`src/hw/adcsp_params.svh`:
```
// offsets, field positions, reset values and sizes for the sequencer priority arbiter
`ifndef ADCSP_PARAMS_SVH
`define ADCSP_PARAMS_SVH
`define ADCSP_ADDR_W        12
`define ADCSP_OFF_PRIORITY  12'h020
`define ADCSP_OFF_TRIGGER   12'h028
`define ADCSP_OFF_ENABLE    12'h000
`define ADCSP_OFF_STATUS    12'h004
`define ADCSP_NSEQ          4
`define ADCSP_RANK_W        2
`define ADCSP_PRIO_RESET    8'hE4
`define ADCSP_PRIO_MASK     32'h0000_3333
`define ADCSP_CONV_CYCLES   8'h10
`endif

```
`src/hw/adcsp_pkg.sv`:
```
// types shared by the sequencer priority arbiter
package adcsp_pkg;
   typedef logic [1:0] adcsp_rank_type;
   typedef logic [3:0] adcsp_mask_type;
   typedef enum logic [1:0] {ST_IDLE, ST_START, ST_BUSY} adcsp_state_type;
   typedef struct packed
   {
      logic        wr;
      logic        rd;
      logic [11:0] addr;
      logic [31:0] wdata;
   } adcsp_bus_type;
endpackage

```
`src/hw/adcsp_pick.sv`:
```
// combinational picker: most urgent pending sequencer by programmed rank
`timescale 1ns/1ns
module adcsp_pick
(
   // pending requests and ranks
   input  wire logic [3:0] pend,
   input  wire logic [7:0] ranks,
   // chosen sequencer
   output logic            found,
   output logic [1:0]      sel
);
   logic [3:0] hit [0:3];
   // for each rank value, which pending sequencers carry it
   genvar g;
   generate
      for (g = 0; g < 4; g++)
      begin : g_seq
         assign hit[0][g] = pend[g] && ranks[2*g +: 2] == 2'h0;
         assign hit[1][g] = pend[g] && ranks[2*g +: 2] == 2'h1;
         assign hit[2][g] = pend[g] && ranks[2*g +: 2] == 2'h2;
         assign hit[3][g] = pend[g] && ranks[2*g +: 2] == 2'h3;
      end
   endgenerate
   // lowest rank first; duplicate ranks fall back to lowest index
   always_comb
   begin
      found = 1'b0;
      sel   = 2'h0;
      for (int r = 3; r >= 0; r--)
      begin
         if (hit[r] != 4'h0)
         begin
            found = 1'b1;
            for (int s = 3; s >= 0; s--)
            begin
               if (hit[r][s])
               begin
                  sel = s[1:0];
               end
            end
         end
      end
   end
endmodule // adcsp_pick

```
`src/hw/adcsp_top.sv`:
```
// sequencer priority register, software trigger and start arbiter
// Operation
// four 2-bit ranks, reset to own index
// software keeps all ranks distinct
// one write triggers any sequencer combination
// simultaneous triggers run in rank order
// disabled sequencers ignore trigger bits
// trigger register write-only, reads have no effect
// trigger bit pends until granted; zeros ignored (here disabling a sequencer also clears its pending bit)
//
// Design decision made here: the plain strobed port.
`timescale 1ns/1ns
`include "adcsp_params.svh"
module adcsp_top
(
   // clock and reset
   input  wire logic        CLK,
   input  wire logic        RST,
   // register port
   input  wire logic [11:0] ADDR,
   input  wire logic [31:0] WDATA,
   input  wire logic        WR,
   input  wire logic        RD,
   output logic      [31:0] RDATA,
   // converter side
   input  wire logic        CONV_DONE,
   output logic             CONV_START,
   output logic      [1:0]  CONV_SEQ,
   output logic      [3:0]  SEQ_ENABLE
);
   typedef struct packed
   {
      logic [7:0]               prio;
      logic [3:0]               enable;
      logic [3:0]               pend;
      adcsp_pkg::adcsp_state_type st;
      logic [1:0]               cur;
      logic                     start;
      logic [7:0]               cnt;
      logic [31:0]              rdata;
   } adcsp_state_reg_type;

   adcsp_state_reg_type s_r;
   adcsp_state_reg_type s_nxt;
   adcsp_pkg::adcsp_bus_type bus;
   logic                     found;
   logic [1:0]               sel;
   // checker helpers: more urgent pending sequencers per sequencer, timeout bound
   logic [3:0]               beat_m [0:3];
   localparam int            busy_max = `ADCSP_CONV_CYCLES;

   assign bus = '{wr: WR, rd: RD, addr: ADDR, wdata: WDATA};

   adcsp_pick u_pick
   (
      .pend  (s_r.pend),
      .ranks (s_r.prio),
      .found (found),
      .sel   (sel)
   );

   // next state: registers, pending set, arbitration
   always_comb
   begin
      s_nxt       = s_r;
      s_nxt.start = 1'b0;
      s_nxt.rdata = 32'h0000_0000;
      // writes
      if (bus.wr && bus.addr == `ADCSP_OFF_PRIORITY)
      begin
         s_nxt.prio = {bus.wdata[13:12], bus.wdata[9:8], bus.wdata[5:4], bus.wdata[1:0]};
      end
      if (bus.wr && bus.addr == `ADCSP_OFF_ENABLE)
      begin
         s_nxt.enable = bus.wdata[3:0];
      end
      // grant clears one pending bit; a new write below sets win over it
      if (s_r.st == adcsp_pkg::ST_IDLE && found)
      begin
         s_nxt.pend[sel] = 1'b0;
         s_nxt.cur       = sel;
         s_nxt.start     = 1'b1;
         s_nxt.st        = adcsp_pkg::ST_BUSY;
         // load one short so the busy phase lasts exactly the timeout count
         s_nxt.cnt       = `ADCSP_CONV_CYCLES - 8'h01;
      end
      if (s_r.st == adcsp_pkg::ST_BUSY)
      begin
         // done from converter or internal timeout, whichever first
         if (CONV_DONE || s_r.cnt == 8'h00)
         begin
            s_nxt.st = adcsp_pkg::ST_IDLE;
         end
         else
         begin
            s_nxt.cnt = s_r.cnt - 8'h01;
         end
      end
      // only ones set pending, and only on enabled sequencers
      if (bus.wr && bus.addr == `ADCSP_OFF_TRIGGER)
      begin
         s_nxt.pend = s_nxt.pend | (bus.wdata[3:0] & s_r.enable);
      end
      // a disabled sequencer drops its stale request
      s_nxt.pend = s_nxt.pend & s_nxt.enable;
      // reads; trigger register returns zero and changes nothing
      if (bus.rd)
      begin
         unique case (bus.addr)
            `ADCSP_OFF_PRIORITY:
               s_nxt.rdata = {18'h0_0000, s_r.prio[7:6], 2'h0, s_r.prio[5:4], 2'h0,
                              s_r.prio[3:2], 2'h0, s_r.prio[1:0]};
            `ADCSP_OFF_ENABLE: s_nxt.rdata = {28'h000_0000, s_r.enable};
            `ADCSP_OFF_STATUS:
               s_nxt.rdata = {25'h000_0000, s_r.st == adcsp_pkg::ST_BUSY, s_r.cur,
                              s_r.pend};
            default: s_nxt.rdata = 32'h0000_0000;
         endcase
      end
      if (RST)
      begin
         s_nxt        = '0;
         s_nxt.prio   = `ADCSP_PRIO_RESET;
         s_nxt.st     = adcsp_pkg::ST_IDLE;
      end
   end

   // state register
   always_ff @(posedge CLK)
   begin
      s_r <= s_nxt;
   end

   assign RDATA      = s_r.rdata;
   assign CONV_START = s_r.start;
   assign CONV_SEQ   = s_r.cur;
   assign SEQ_ENABLE = s_r.enable;

   // per sequencer, which pending sequencers hold a strictly more urgent rank;
   // only the checks read it, so the grant is judged apart from the picker
   genvar g;
   genvar h;
   generate
      for (g = 0; g < 4; g++)
      begin : g_beat
         for (h = 0; h < 4; h++)
         begin : g_other
            assign beat_m[g][h] = s_r.pend[h] && (s_r.prio[2*h +: 2] < s_r.prio[2*g +: 2]);
         end
      end
   endgenerate

   // out of reset: ranks equal own index, nothing enabled, no start
   chk_reset_ranks: assert property (@(posedge CLK)
      $past(RST) |-> s_r.prio == `ADCSP_PRIO_RESET && SEQ_ENABLE == 4'h0 && !CONV_START)
      else $error("ranks not at reset value");

   // a rank write lands in the four two-bit fields, reserved bits dropped
   chk_prio_write: assert property (@(posedge CLK) disable iff (RST)
      (WR && ADDR == `ADCSP_OFF_PRIORITY) |=> s_r.prio == {$past(WDATA[13:12]),
      $past(WDATA[9:8]), $past(WDATA[5:4]), $past(WDATA[1:0])})
      else $error("rank write lost");

   // a trigger to an enabled sequencer pends next cycle, even against a grant
   chk_trig_pend: assert property (@(posedge CLK) disable iff (RST)
      (WR && ADDR == `ADCSP_OFF_TRIGGER && WDATA[0] && s_r.enable[0]) |=> s_r.pend[0])
      else $error("trigger lost");

   // disabled sequencer never pends
   chk_disabled_ign: assert property (@(posedge CLK) disable iff (RST)
      (s_r.pend & ~s_r.enable) == 4'h0)
      else $error("disabled sequencer pending");

   // a trigger bit on a disabled sequencer is dropped at once
   chk_trig_disabled: assert property (@(posedge CLK) disable iff (RST)
      (WR && ADDR == `ADCSP_OFF_TRIGGER && WDATA[3] && !s_r.enable[3]) |=> !s_r.pend[3])
      else $error("disabled sequencer took a trigger");

   // disabling a sequencer throws away its stale request
   chk_enable_drop: assert property (@(posedge CLK) disable iff (RST)
      (WR && ADDR == `ADCSP_OFF_ENABLE && !WDATA[2]) |=> !s_r.pend[2])
      else $error("stale request kept after disable");

   // the grant goes to a pending sequencer with no more urgent rank pending
   chk_rank_order: assert property (@(posedge CLK) disable iff (RST)
      (s_r.st == adcsp_pkg::ST_IDLE && found) |-> s_r.pend[sel] && beat_m[sel] == 4'h0)
      else $error("grant not by rank");

   // each grant is one start pulse naming the chosen sequencer
   chk_start_pulse: assert property (@(posedge CLK) disable iff (RST)
      (s_r.st == adcsp_pkg::ST_IDLE && found) |=> CONV_START && CONV_SEQ == $past(sel))
      else $error("start missing after grant");

   // no start without a grant, so runs never overlap
   chk_start_grant: assert property (@(posedge CLK) disable iff (RST)
      !(s_r.st == adcsp_pkg::ST_IDLE && found) |=> !CONV_START)
      else $error("start without grant");

   // a conversion never holds the arbiter longer than the timeout
   chk_busy_bound: assert property (@(posedge CLK) disable iff (RST)
      CONV_START |-> ##[1:busy_max] s_r.st == adcsp_pkg::ST_IDLE)
      else $error("busy past timeout");

   // reading the trigger register returns zero and keeps pending bits
   chk_trig_read: assert property (@(posedge CLK) disable iff (RST)
      (RD && !WR && ADDR == `ADCSP_OFF_TRIGGER && !(s_r.st == adcsp_pkg::ST_IDLE && found))
      |=> RDATA == 32'h0000_0000 && s_r.pend == $past(s_r.pend))
      else $error("trigger read had effect");

   // read data stand only after a read strobe
   chk_read_idle: assert property (@(posedge CLK) disable iff (RST)
      !RD |=> RDATA == 32'h0000_0000)
      else $error("read data without a read");

   // a trigger write of zeros leaves pending bits alone
   chk_trig_zero: assert property (@(posedge CLK) disable iff (RST)
      (WR && ADDR == `ADCSP_OFF_TRIGGER && WDATA[3:0] == 4'h0 &&
       !(s_r.st == adcsp_pkg::ST_IDLE && found)) |=> s_r.pend == $past(s_r.pend))
      else $error("zero trigger changed pending");

   // pending stays until granted or its sequencer is disabled
   chk_pend_hold: assert property (@(posedge CLK) disable iff (RST)
      (s_r.pend[1] && s_r.enable[1] && !(WR && ADDR == `ADCSP_OFF_ENABLE) &&
       !(s_r.st == adcsp_pkg::ST_IDLE && sel == 2'h1)) |=> s_r.pend[1])
      else $error("pending dropped without grant");

endmodule // adcsp_top

```
`config.mk`:
```
export PLATFORM = sky130hd
export DESIGN_NAME = adcsp_top
export DESIGN_NICKNAME = d
export VERILOG_FILES = /design/src/hw/adcsp_pkg.sv /design/src/hw/adcsp_pick.sv /design/src/hw/adcsp_top.sv
export VERILOG_INCLUDE_DIRS = /design/src /design/src/hw
export SDC_FILE = /design/constraint.sdc
export NUM_CORES = 1
export LEC_CHECK = 0
export ABC_AREA = 1
export BUFFER_PORTS_ARGS = -buffer_cell sky130_fd_sc_hd__clkbuf_2
export CELL_PAD_IN_SITES_DETAIL_PLACEMENT = 1
export CELL_PAD_IN_SITES_GLOBAL_PLACEMENT = 2
export CORE_MARGIN = 5
export CORE_UTILIZATION = 28
export DETAILED_ROUTE_END_ITERATION = 16
export PLACE_DENSITY_LB_ADDON = 0.1
export SLEW_MARGIN = 20
export SYNTH_ARGS = -nofsm -noshare
export SYNTH_HDL_FRONTEND = slang
export SYNTH_SLANG_ARGS = --single-unit
```
`constraint.sdc`:
```
create_clock -name CLK -period 2.3 [get_ports CLK]
set_input_delay 0.115 -clock CLK [delete_from_list [all_inputs] [get_ports CLK]]
set_output_delay 0.115 -clock CLK [all_outputs]
set_load 0.05 [all_outputs]
```
==> flow_summary.toml, run 1 <==
[synthesis]
synth-adder-area-share = 0.01063
synthMuxAreaShare = 0
synth_xor_area_frac = 0.01116
synth_compound_area_frac = 0.1148
synth_top_family_by_area = "simple AND/OR/NAND/NOR gates"
synth-seq-cells = 40
synthCells = 336
synth_edf_count = 0
synth-seq-area-share = 0.3401
ys_warn_count = 0
ys_types = 34
yosys_most_used_dff = "dfxtp_1"
yosys.area_share.simple = 0.2981
synth.avg_cell_area_um2 = 7.008
synthArstFlopShare = 0
syn_area_mm2 = 0.002355

[clock_network]
clk_latency_ns = 0.30
cts_resized = 0
hold_buffers = 0
cts_tree = "yes"
cts.sink_count = 40
clk_pin_slew_ns = 0.09
clockBufferDepth = 2
htree_levels = 2
postCtsSetupRepairBufs = 0
clock-root-buffer = "clkbuf_8"
cts_buffers = 5

[power]
power_leakage_nw = 1.313
ir_drop_uv = 303.0
powerDensity_mw_per_mm2 = 553.8

[cells_and_area]
drive_gt1_frac = 0.2033
fin_area_mm2 = 0.002614
syn_to_final_growth_pct = 11.00
antenna_cells = 0
nets = 419
multi_input_area_mm2 = 0.001102
register_area_um2 = 800.8
fillers = 1074
fin_cells = 474

[sta]
fin_crit_sh = 0.7232
maxSlewViolCount = 0
slew_headroom = 0.5528
rsz0062_at_grt = "no"
setup_violations = 0
hold_viol_final = 0
skew_ns = 0.01247
max_freq_mhz = 601.2
tns_ns = 0
fin_crit_ns = 1.663
worst_pin_slew_ns = 0.6659

[routing]
dr_wl_met3_um = 343
drcViolationCount = 0
ant_nets = 0
wl_met2_mm = 2.790
post_drt_wl_per_cell_um = 13.05
viasPerCell = 4.384
wl_mm = 6.187
drt-met1-wl_mm = 2.983
dr.max_layer_used = "met4"
drt_pass1_iterations = 4
vias = 2078
drt_iter0_markers = 37

[global_routing]
grtUsageTotal = 0.1248
grt_pass1_vias = 2045
grt_overflow = 0
grt_antenna_before_repair = 0
grt_pass1_wl_mm = 10.11
grt_max_degree = 19

[placed_design]
gp_congestion = 0.8017
dpl.hpwl_mm = 5.022
port_buffers = 44
post_dp_cell_area_mm2 = 0.002492
dp.cells = 466

[worst_setup_path]
critPathKind = "flop to flop"
slowest_stage = "dfxtp_1"
timing.rr.start = "s_r[47]"
cp-start-kind = "flop"
crit_fanout = 6
cp-end-kind = "flop"
r2r_end = "s_r[47]"
cp.arrival_ns = 1.87
critPathLaunch = "s_r[47]"
slowest_delay_ns = 0.49
crit_path_frequent_cell = "nand2_1"
crit_required_ns = 2.51
path_cells = "nand3_1 -> nand2_1 -> nand3_1 -> nand2_1 -> nand2_1 -> nand2_1 -> nand2_1 -> nand2_1 -> nand2_1 -> nor2_1 -> nand2_1 -> nand2_1 -> a21oi_2"
r2r_setup_slack_ns = 0.64
worstSetupEndpoint = "s_r[47]"
worstRegToRegCells = 13

[floorplanning]
core-area_mm2 = 0.008217
io-pin-count = 88
rows = 33
die_w_um = 101.7
die_area_mm2 = 0.01034
start_util = 0.2866
die-height_um = 101.7

[run_status]
status = "finished clean"

[hold_path]
hp-class = "input pin to flop"
hold_start = "WDATA[8]"

[run]
drv_cap = 0
==> sequential cells by signal, indices dropped and copies added (netlist names) <==
register,count
CONV_START,1
CONV_SEQ,2
RDATA,11
SEQ_ENABLE,4
s_r,22
==> area by class of cell <==
type | instances | share of cell area
clock buffer | 6 | 0.03159
clock inverter | 2 | 0.01484
inverter | 59 | 0.08521
tap | 105 | 0.05026
multi-input combinational | 216 | 0.4217
sequential | 40 | 0.3064
timing repair buffer | 46 | 0.09000
==> cell usage after synthesis (all sizes together), types with 4 or more instances <==
cell type	n	area, µm²
o211ai	6	45.04
nor4	4	61.31
nand2	72	282.8
nand3	30	162.7
dfxtp	40	800.8
nor3	11	55.05
buf	39	296.5
nand4	5	31.28
nor2	23	101.4
o21ai	11	55.05
a21oi	21	123.9
inv	57	214.0
==> routing by layer <==
layer / up-vias / global-route usage
met3: 7 / 0.02617
met2: 49 / 0.2007
met5: - / 0
met1: 950 / 0.1683
li1: 1072 / -
met4: 0 / 0.03681
==> how the worst min path moves through the flow <==
stage	to	depth (start not counted)
floorplan	s_r[56]	2
finish	s_r[57]	3
global route	s_r[57]	3
detailed placement	s_r[57]	3
global placement	s_r[59]	3
CTS	s_r[57]	3
==> cell families after synthesis <==
group | count (synthesis)
other | 1
AO/OA/AOI/OAI | 44
buffers and inverters | 100
flip-flops | 40
AND/OR/NAND/NOR | 146
adder cells (fa/ha/maj) | 2
XOR/XNOR | 3
==> cell usage in the layout (no fill, tap or decap), types with 2 or more instances in the layout <==
cell      instances
a21oi_1          16
inv_2             6
o211ai_1          6
nor4_4            2
nand4_1           5
xnor2_1           2
nand3_1          29
nand2_1          69
a21boi_0          2
ha_1              2
nand2_2           2
nor2_1           21
a21oi_2           5
inv_1            51
clkbuf_2         44
nor2_4            2
o21ai_0          10
o221ai_1          2
buf_4             2
clkbuf_8          6
conb_1           21
nor3_1           11
dfxtp_1          40
==> through the flow <==
| stage | power, mW | setup slack [ns] | util | hold slack (ns) |
|---|---|---|---|---|
| final | 1.448 | 0.6367 | 0.3181 | 0.02967 |
| after global routing | 1.507 | 0.4336 | 0.3181 | 0.04423 |
| after CTS | 1.466 | 0.5870 | 0.3181 | 0.02587 |
| after detailed placement | 0.8379 | 0.6047 | 0.3033 | 0.3428 |
| after global placement | 0.8374 | 0.6151 | 0.3033 | 0.3412 |
| after floorplan | 0.8316 | 0.9607 | - | 0.2442 |
==> worst max-delay path: cells and delay by family (launching register included) <==
family	cells	cell delay [ns]
DFF	1	0.49
AOI/OAI and AO/OA	1	0.05
and+or+nand+nor	12	1.02
==> power by group <==
| part | switching (mW) | internal (mW) | leakage (nW) | total [mW] |
|---|---|---|---|---|
| Sequential | 0.0000426 | 0.692 | 0.322 | 0.692 |
| Combinational | 0.108 | 0.0215 | 0.929 | 0.130 |
| Clock | 0.271 | 0.355 | 0.0614 | 0.626 |
Note: power is estimated with default switching activity, not from simulation.
==> inputs of run 2 (changes only) <==
--- a/config.mk
+++ b/config.mk
@@ -6,12 +6,12 @@
 export SDC_FILE = /design/constraint.sdc
 export NUM_CORES = 1
 export LEC_CHECK = 0
-export ABC_AREA = 1
+export ABC_AREA = 0
 export BUFFER_PORTS_ARGS = -buffer_cell sky130_fd_sc_hd__clkbuf_2
 export CELL_PAD_IN_SITES_DETAIL_PLACEMENT = 1
 export CELL_PAD_IN_SITES_GLOBAL_PLACEMENT = 2
 export CORE_MARGIN = 5
-export CORE_UTILIZATION = 28
+export CORE_UTILIZATION = 27
 export DETAILED_ROUTE_END_ITERATION = 16
 export PLACE_DENSITY_LB_ADDON = 0.1
 export SLEW_MARGIN = 20
==> constraint.sdc (replaced) <==
create_clock -name CLK -period 1.6 [get_ports CLK]
set_input_delay 0.08 -clock CLK [delete_from_list [all_inputs] [get_ports CLK]]
set_output_delay 0.08 -clock CLK [all_outputs]
set_load 0.05 [all_outputs]
==> run 2 against run 1 <==
The flow now finishes with violations (negative setup slack). Clock skew decreased by 0.0058 ns. Cell count is 4.9% lower. First-iteration DRC count down 27%. Synthesized cell count shrank 22%. Global-route usage increased by 0.29 points. Worst setup slack worse by 0.79 ns. Register-to-register slack got worse by 0.79 ns. Highest routed layer unchanged.
==> flow_summary.toml, run 2 <==
[sta]
maxSlewViolCount = 0
worst_slack_ns = -0.1568
fin_crit_sh = 1.098
max_freq_mhz = 569.2
fin_crit_ns = 1.757
rsz0062_at_grt = "yes"
hold_viol_final = 0
whs_ns = 0.02347
skew_ns = 0.006652
setup_violations = 7

[clock_network]
clock-root-buffer = "clkbuf_8"
cts_buffers = 5
cts_tree = "yes"
htree_levels = 2
clockBufferDepth = 2
clk_latency_ns = 0.30
cts.sink_count = 40
clk_pin_slew_ns = 0.09

[synthesis]
synth-seq-area-share = 0.3516
ys_warn_count = 0
synth_edf_count = 0
ys_top_cells_by_count = "dfxtp_1 (40), buf_4 (39), nor2_1 (20), nor2b_1 (16), mux2i_1 (12)"
synthArstFlopShare = 0
synthTopCellsByArea = "dfxtp_1 (35%), buf_4 (13%), mux2i_1 (5.3%), nor2b_1 (4.4%), nor2_1 (3.3%)"
ys_types = 49
synth.most_common_cell = "dfxtp_1"
synth.avg_cell_area_um2 = 8.725
synth.top_cell.area_share = 0.3516
syn_area_mm2 = 0.002277
synth.largest_area_cell = "dfxtp_1"
synthCells = 261
yosys_most_used_dff = "dfxtp_1"
synth-seq-cells = 40

[hold_path]
hold_start = "WDATA[5]"
min_delay_path_depth = 3
holdPathEnd = "s_r[56]"
hp-class = "input pin to flop"

[worst_setup_path]
r2r_end = "s_r[45]"
timing.rr.start = "s_r[55]"
worstRegToRegCells = 6
critPathLaunch = "s_r[55]"
cp.arrival_ns = 1.96
cp-end-kind = "flop"
cp-start-kind = "flop"
crit_fanout = 4
critPathKind = "flop to flop"
r2r_setup_slack_ns = -0.16
crit_required_ns = 1.81

[floorplanning]
die_w_um = 101.8
die-height_um = 101.8
io-pin-count = 88
core-area_mm2 = 0.008217
rows = 33
die_area_mm2 = 0.01037
start_util = 0.2771

[global_routing]
grt_pass1_wl_mm = 10.36
grtUsageTotal = 0.1277
grt_antenna_before_repair = 0
grt_pass1_vias = 2101
grt_overflow = 0
grt_max_degree = 17

[placed_design]
post-place-ws_ns = -0.2159
dp.cells = 430
port_buffers = 44
dpl.hpwl_mm = 5.158
post_dp_cell_area_mm2 = 0.002759
gp_congestion = 0.7714

[run_status]
status = "finished with violations"
violations = "negative setup slack"

[cells_and_area]
fin_cells = 451
final_common_cell = "buf_4"
syn_to_final_growth_pct = 39.07
nets = 396
fin_area_mm2 = 0.003167
drive_gt1_frac = 0.4480
layout_common_cells = "buf_4 (54), clkbuf_2 (44), dfxtp_1 (29)"
largest_reg_flops = 22
antenna_cells = 0
regMostFlops = "s_r"

[power]
powerDensity_mw_per_mm2 = 645.7
power_leakage_nw = 1.352
ir_drop_uv = 400.2
power_mw = 2.045

[routing]
post_drt_wl_per_cell_um = 14.73
drcViolationCount = 0
viasPerCell = 4.619
drt_iter0_markers = 27
ant_nets = 0
drt_pass1_iterations = 4
vias = 2083
wl_mm = 6.642

[run]
drv_cap = 0
run 2: worst max path at each step:
stage               endpoint  slack (ns)  depth (start not counted)
floorplan            s_r[46]     -0.0007                          6
global placement     s_r[45]       -0.16                          5
detailed placement   s_r[45]       -0.22                          5
CTS                  s_r[47]       -0.16                          5
global route         s_r[47]       -0.31                          5
finish               s_r[45]       -0.16                          6
run 2: per-layer routing:
layer | part of all wire | up-vias | global-route usage | routed length, µm
met2 | 0.48 | 42 | 0.2168 | 3190
li1 | - | 1046 | - | -
met3 | 0.039 | 4 | 0.02526 | 261
met1 | 0.47 | 991 | 0.1651 | 3132
met5 | 0 | - | 0 | 0
met4 | 0.0087 | 0 | 0.03633 | 58
run 2: cells by family (layout without fill, tap and decap cells):
family	Yosys count	in the layout	synth area share
AND/OR/NAND/NOR	94	94	0.2462
flip-flops	40	40	0.3516
multiplexers	12	12	0.05275
XOR/XNOR	2	2	0.007694
AO/OA/AOI/OAI	54	54	0.1703
adder cells (fa/ha/maj)	2	2	0.01099
other	1	21	0.001647
buffers and inverters	56	121	0.1588
run 2: layout make-up:
type / count / area, µm²
Timing Repair Buffer: 105 / 721.9
Multi-Input combinational cell: 185 / 1348
Clock buffer: 5 / 68.82
Fill cell: 991 / 5050
Clock inverter: 3 / 42.54
Sequential cell: 40 / 824.5
Tap cell: 105 / 131.4
Inverter: 8 / 30.03
run 2: critical path, cell delays in order (launching register included):
cell and delay, ns:
dfxtp_4 0.36, buf_4 0.13, or3b_4 0.40, nand4b_1 0.11, a21oi_1 0.09, a221o_1 0.37
a311oi_1 0.21
run 2: what timing repair did:
action / in CTS / in global routing
buffers inserted: 3 / 5
hold buffers: 4 / 0
setup endpoints to repair: 10 / 13
gates resized for setup: 10 / 37
endpoints found under the hold margin: 4 / 0
cloned: 0 / 1
pin swaps: 5 / 15
run 2: power breakdown:
group / internal (mW) / total [mW] / switching [mW]
Combinational: 0.0478 / 0.205 / 0.157
Clock: 0.462 / 0.852 / 0.390
Sequential: 0.987 / 0.987 / 0.0000579
run 2: metrics by stage:
step | utilization | setup TNS [ns]
final | 0.3854 | -0.6361
after detailed placement | 0.3358 | -1.285
after global routing | 0.3854 | -1.807
after global placement | 0.3358 | -0.9701
after floorplan | - | -0.0006799
after CTS | 0.3600 | -0.5330
==> inputs of run 3 (changes only) <==
--- a/config.mk
+++ b/config.mk
@@ -11,7 +11,7 @@
 export CELL_PAD_IN_SITES_DETAIL_PLACEMENT = 1
 export CELL_PAD_IN_SITES_GLOBAL_PLACEMENT = 2
 export CORE_MARGIN = 5
-export CORE_UTILIZATION = 27
+export CORE_UTILIZATION = 25
 export DETAILED_ROUTE_END_ITERATION = 16
 export PLACE_DENSITY_LB_ADDON = 0.1
 export SLEW_MARGIN = 20
==> constraint.sdc (replaced) <==
create_clock -name CLK -period 1.5 [get_ports CLK]
set_input_delay 0.075 -clock CLK [delete_from_list [all_inputs] [get_ports CLK]]
set_output_delay 0.075 -clock CLK [all_outputs]
set_load 0.05 [all_outputs]
==> run 3 against run 2 <==
Sequential power is 6% higher. Wire length up 5.1%. Worst setup slack lost 0.17 ns. Final area is 1.8% higher. Critical endpoint is now s_r[47]. Maximum frequency decreased by 3.6%. Non-clock buffer count grew 4. The run still ends with negative setup slack left. Power up 5.9%.
==> flow_summary.toml, run 3 (synthesized netlist as in run 2, its figures left out) <==
[hold_path]
holdPathEnd = "s_r[57]"
hp-class = "input pin to flop"
hold_start = "WDATA[8]"
min_delay_path_depth = 3

[cells_and_area]
fin_cells = 458
drive_gt1_frac = 0.4686
utilization = 0.3660
regMostFlops = "s_r"
fin_area_mm2 = 0.003223
syn_to_final_growth_pct = 41.54
nets = 400
layout_common_cells = "buf_4 (57), clkbuf_2 (44), dfxtp_1 (26)"
final_common_cell = "buf_4"
antenna_cells = 0
fillers = 1040
largest_reg_flops = 22

[placed_design]
post_dp_cell_area_mm2 = 0.002800
dpl.hpwl_mm = 5.247
dp.cells = 436
gp_congestion = 0.8073
port_buffers = 44

[routing]
ant_nets = 0
wl_met2_mm = 3.310
vias = 2108
drcViolationCount = 0
drt-met1-wl_mm = 3.345
drt_pass1_iterations = 6
viasPerCell = 4.603
wl_mm = 6.983
dr_wl_met3_um = 248
drt_iter0_markers = 62
post_drt_wl_per_cell_um = 15.25
dr.max_layer_used = "met4"

[worst_setup_path]
r2r_end = "s_r[47]"
cp-end-kind = "flop"
timing.rr.start = "s_r[55]"
cp.arrival_ns = 2.01
crit_required_ns = 1.68
cp-start-kind = "flop"
worstRegToRegCells = 5
critPathKind = "flop to flop"
crit_fanout = 6
r2r_setup_slack_ns = -0.32

[floorplanning]
die-height_um = 105.4
start_util = 0.2586
die_area_mm2 = 0.01112
io-pin-count = 88
die_w_um = 105.4
core-area_mm2 = 0.008806
rows = 34

[power]
switchingPower_mw = 0.5643
power_mw = 2.165
pwr-share-seq = 0.487
switching_share = 0.2607
ir_drop_uv = 318.5
clockPowerShare = 0.411
p_comb_frac = 0.102
powerDensity_mw_per_mm2 = 671.6
power_leakage_nw = 1.384
p_int_mw = 1.600

[global_routing]
grt_max_degree = 17
grtUsageTotal = 0.1256
grt_pass1_wl_mm = 11.21
grt_pass1_vias = 2170
grt_antenna_before_repair = 0
grt_overflow = 0

[sta]
fin_crit_sh = 1.215
maxSlewViolCount = 0
tns_ns = -1.898
setup_violations = 12
hold_viol_final = 0
max_freq_mhz = 548.5
skew_ns = 0.007571
worst_slack_ns = -0.3231
rsz0062_at_grt = "yes"
fin_crit_ns = 1.823

[clock_network]
clk_pin_slew_ns = 0.08
clk_latency_ns = 0.29
cts_tree = "yes"
cts.sink_count = 40
clockBufferDepth = 2
clock-root-buffer = "clkbuf_8"
htree_levels = 2
cts_buffers = 5

[run]
drv_cap = 0

[run_status]
status = "finished with violations"
violations = "negative setup slack"
run 3: cell types whose count changed in the layout (fill, tap and decap cells not counted), moves of 2 or more:
cell and delta:
buf_4 +3, dfxtp_1 -3, a211oi_1 -3, nor3_4 +2, dfxtp_2 +4, o21ai_2 -2, a211oi_2 +2, buf_6 +2
nor3_2 -2
run 3: worst max-delay path, cell delays in order (launching register included):
cell and delay [ns]:
dfxtp_2 0.35, nand3b_1 0.21, a222oi_1 0.35, o21ai_1 0.17
a221o_1 0.38, a311oi_2 0.25
run 3: worst max path at each step:
stage	from	end	slack [ns]	cells past startpoint
3_5_place_dp	s_r[47]	s_r[45]	-0.32	5
3_3_place_gp	s_r[46]	s_r[46]	-0.26	6
2_1_floorplan	s_r[46]	s_r[46]	-0.10	6
5_1_grt	s_r[55]	s_r[47]	-0.37	5
4_1_cts	s_r[47]	s_r[47]	-0.28	5
6_report	s_r[55]	s_r[47]	-0.32	5
run 3: area by class of cell:
cell class,instances,area [µm²],area share
inverter,8,30.03,0.009317
clock buffer,6,72.57,0.02252
multi-input combinational,185,1383,0.4290
sequential,40,825.8,0.2562
timing repair buffer,109,742.0,0.2302
tap,108,135.1,0.04193
clock inverter,2,35.03,0.01087
run 3: timing repair:
action | CTS | global route
gates cloned | 1 | 0
setup buffers | 6 | 4
hold buffers | 4 | 0
gates resized for setup | 33 | 20
pin swaps | 12 | 8
setup endpoints to repair | 14 | 14
endpoints found under the hold margin | 4 | 0
run 3: routing by layer:
metal  global-route usage  up-vias
li1                     -     1055
met1               0.1652     1002
met2               0.2086       45
met3              0.02384        6
met4              0.03749        0
met5                    0        -
run 3: power groups by stage:
stage	Sequential, mW	Clock, mW	Combinational (mW)
after floorplan	1.09	0	0.191
after global placement	1.09	0	0.211
after detailed placement	1.09	0	0.211
after CTS	1.06	0.935	0.219
after global routing	1.06	0.978	0.234
final	1.05	0.890	0.220
run 3: metrics by stage:
stage,hold WS [ns],setup WS [ns]
2_1_floorplan,0.1928,-0.1003
3_3_place_gp,0.2807,-0.2645
3_5_place_dp,0.2893,-0.3196
4_1_cts,0.007297,-0.2817
5_1_grt,0.03198,-0.3673
6_report,0.01795,-0.3231
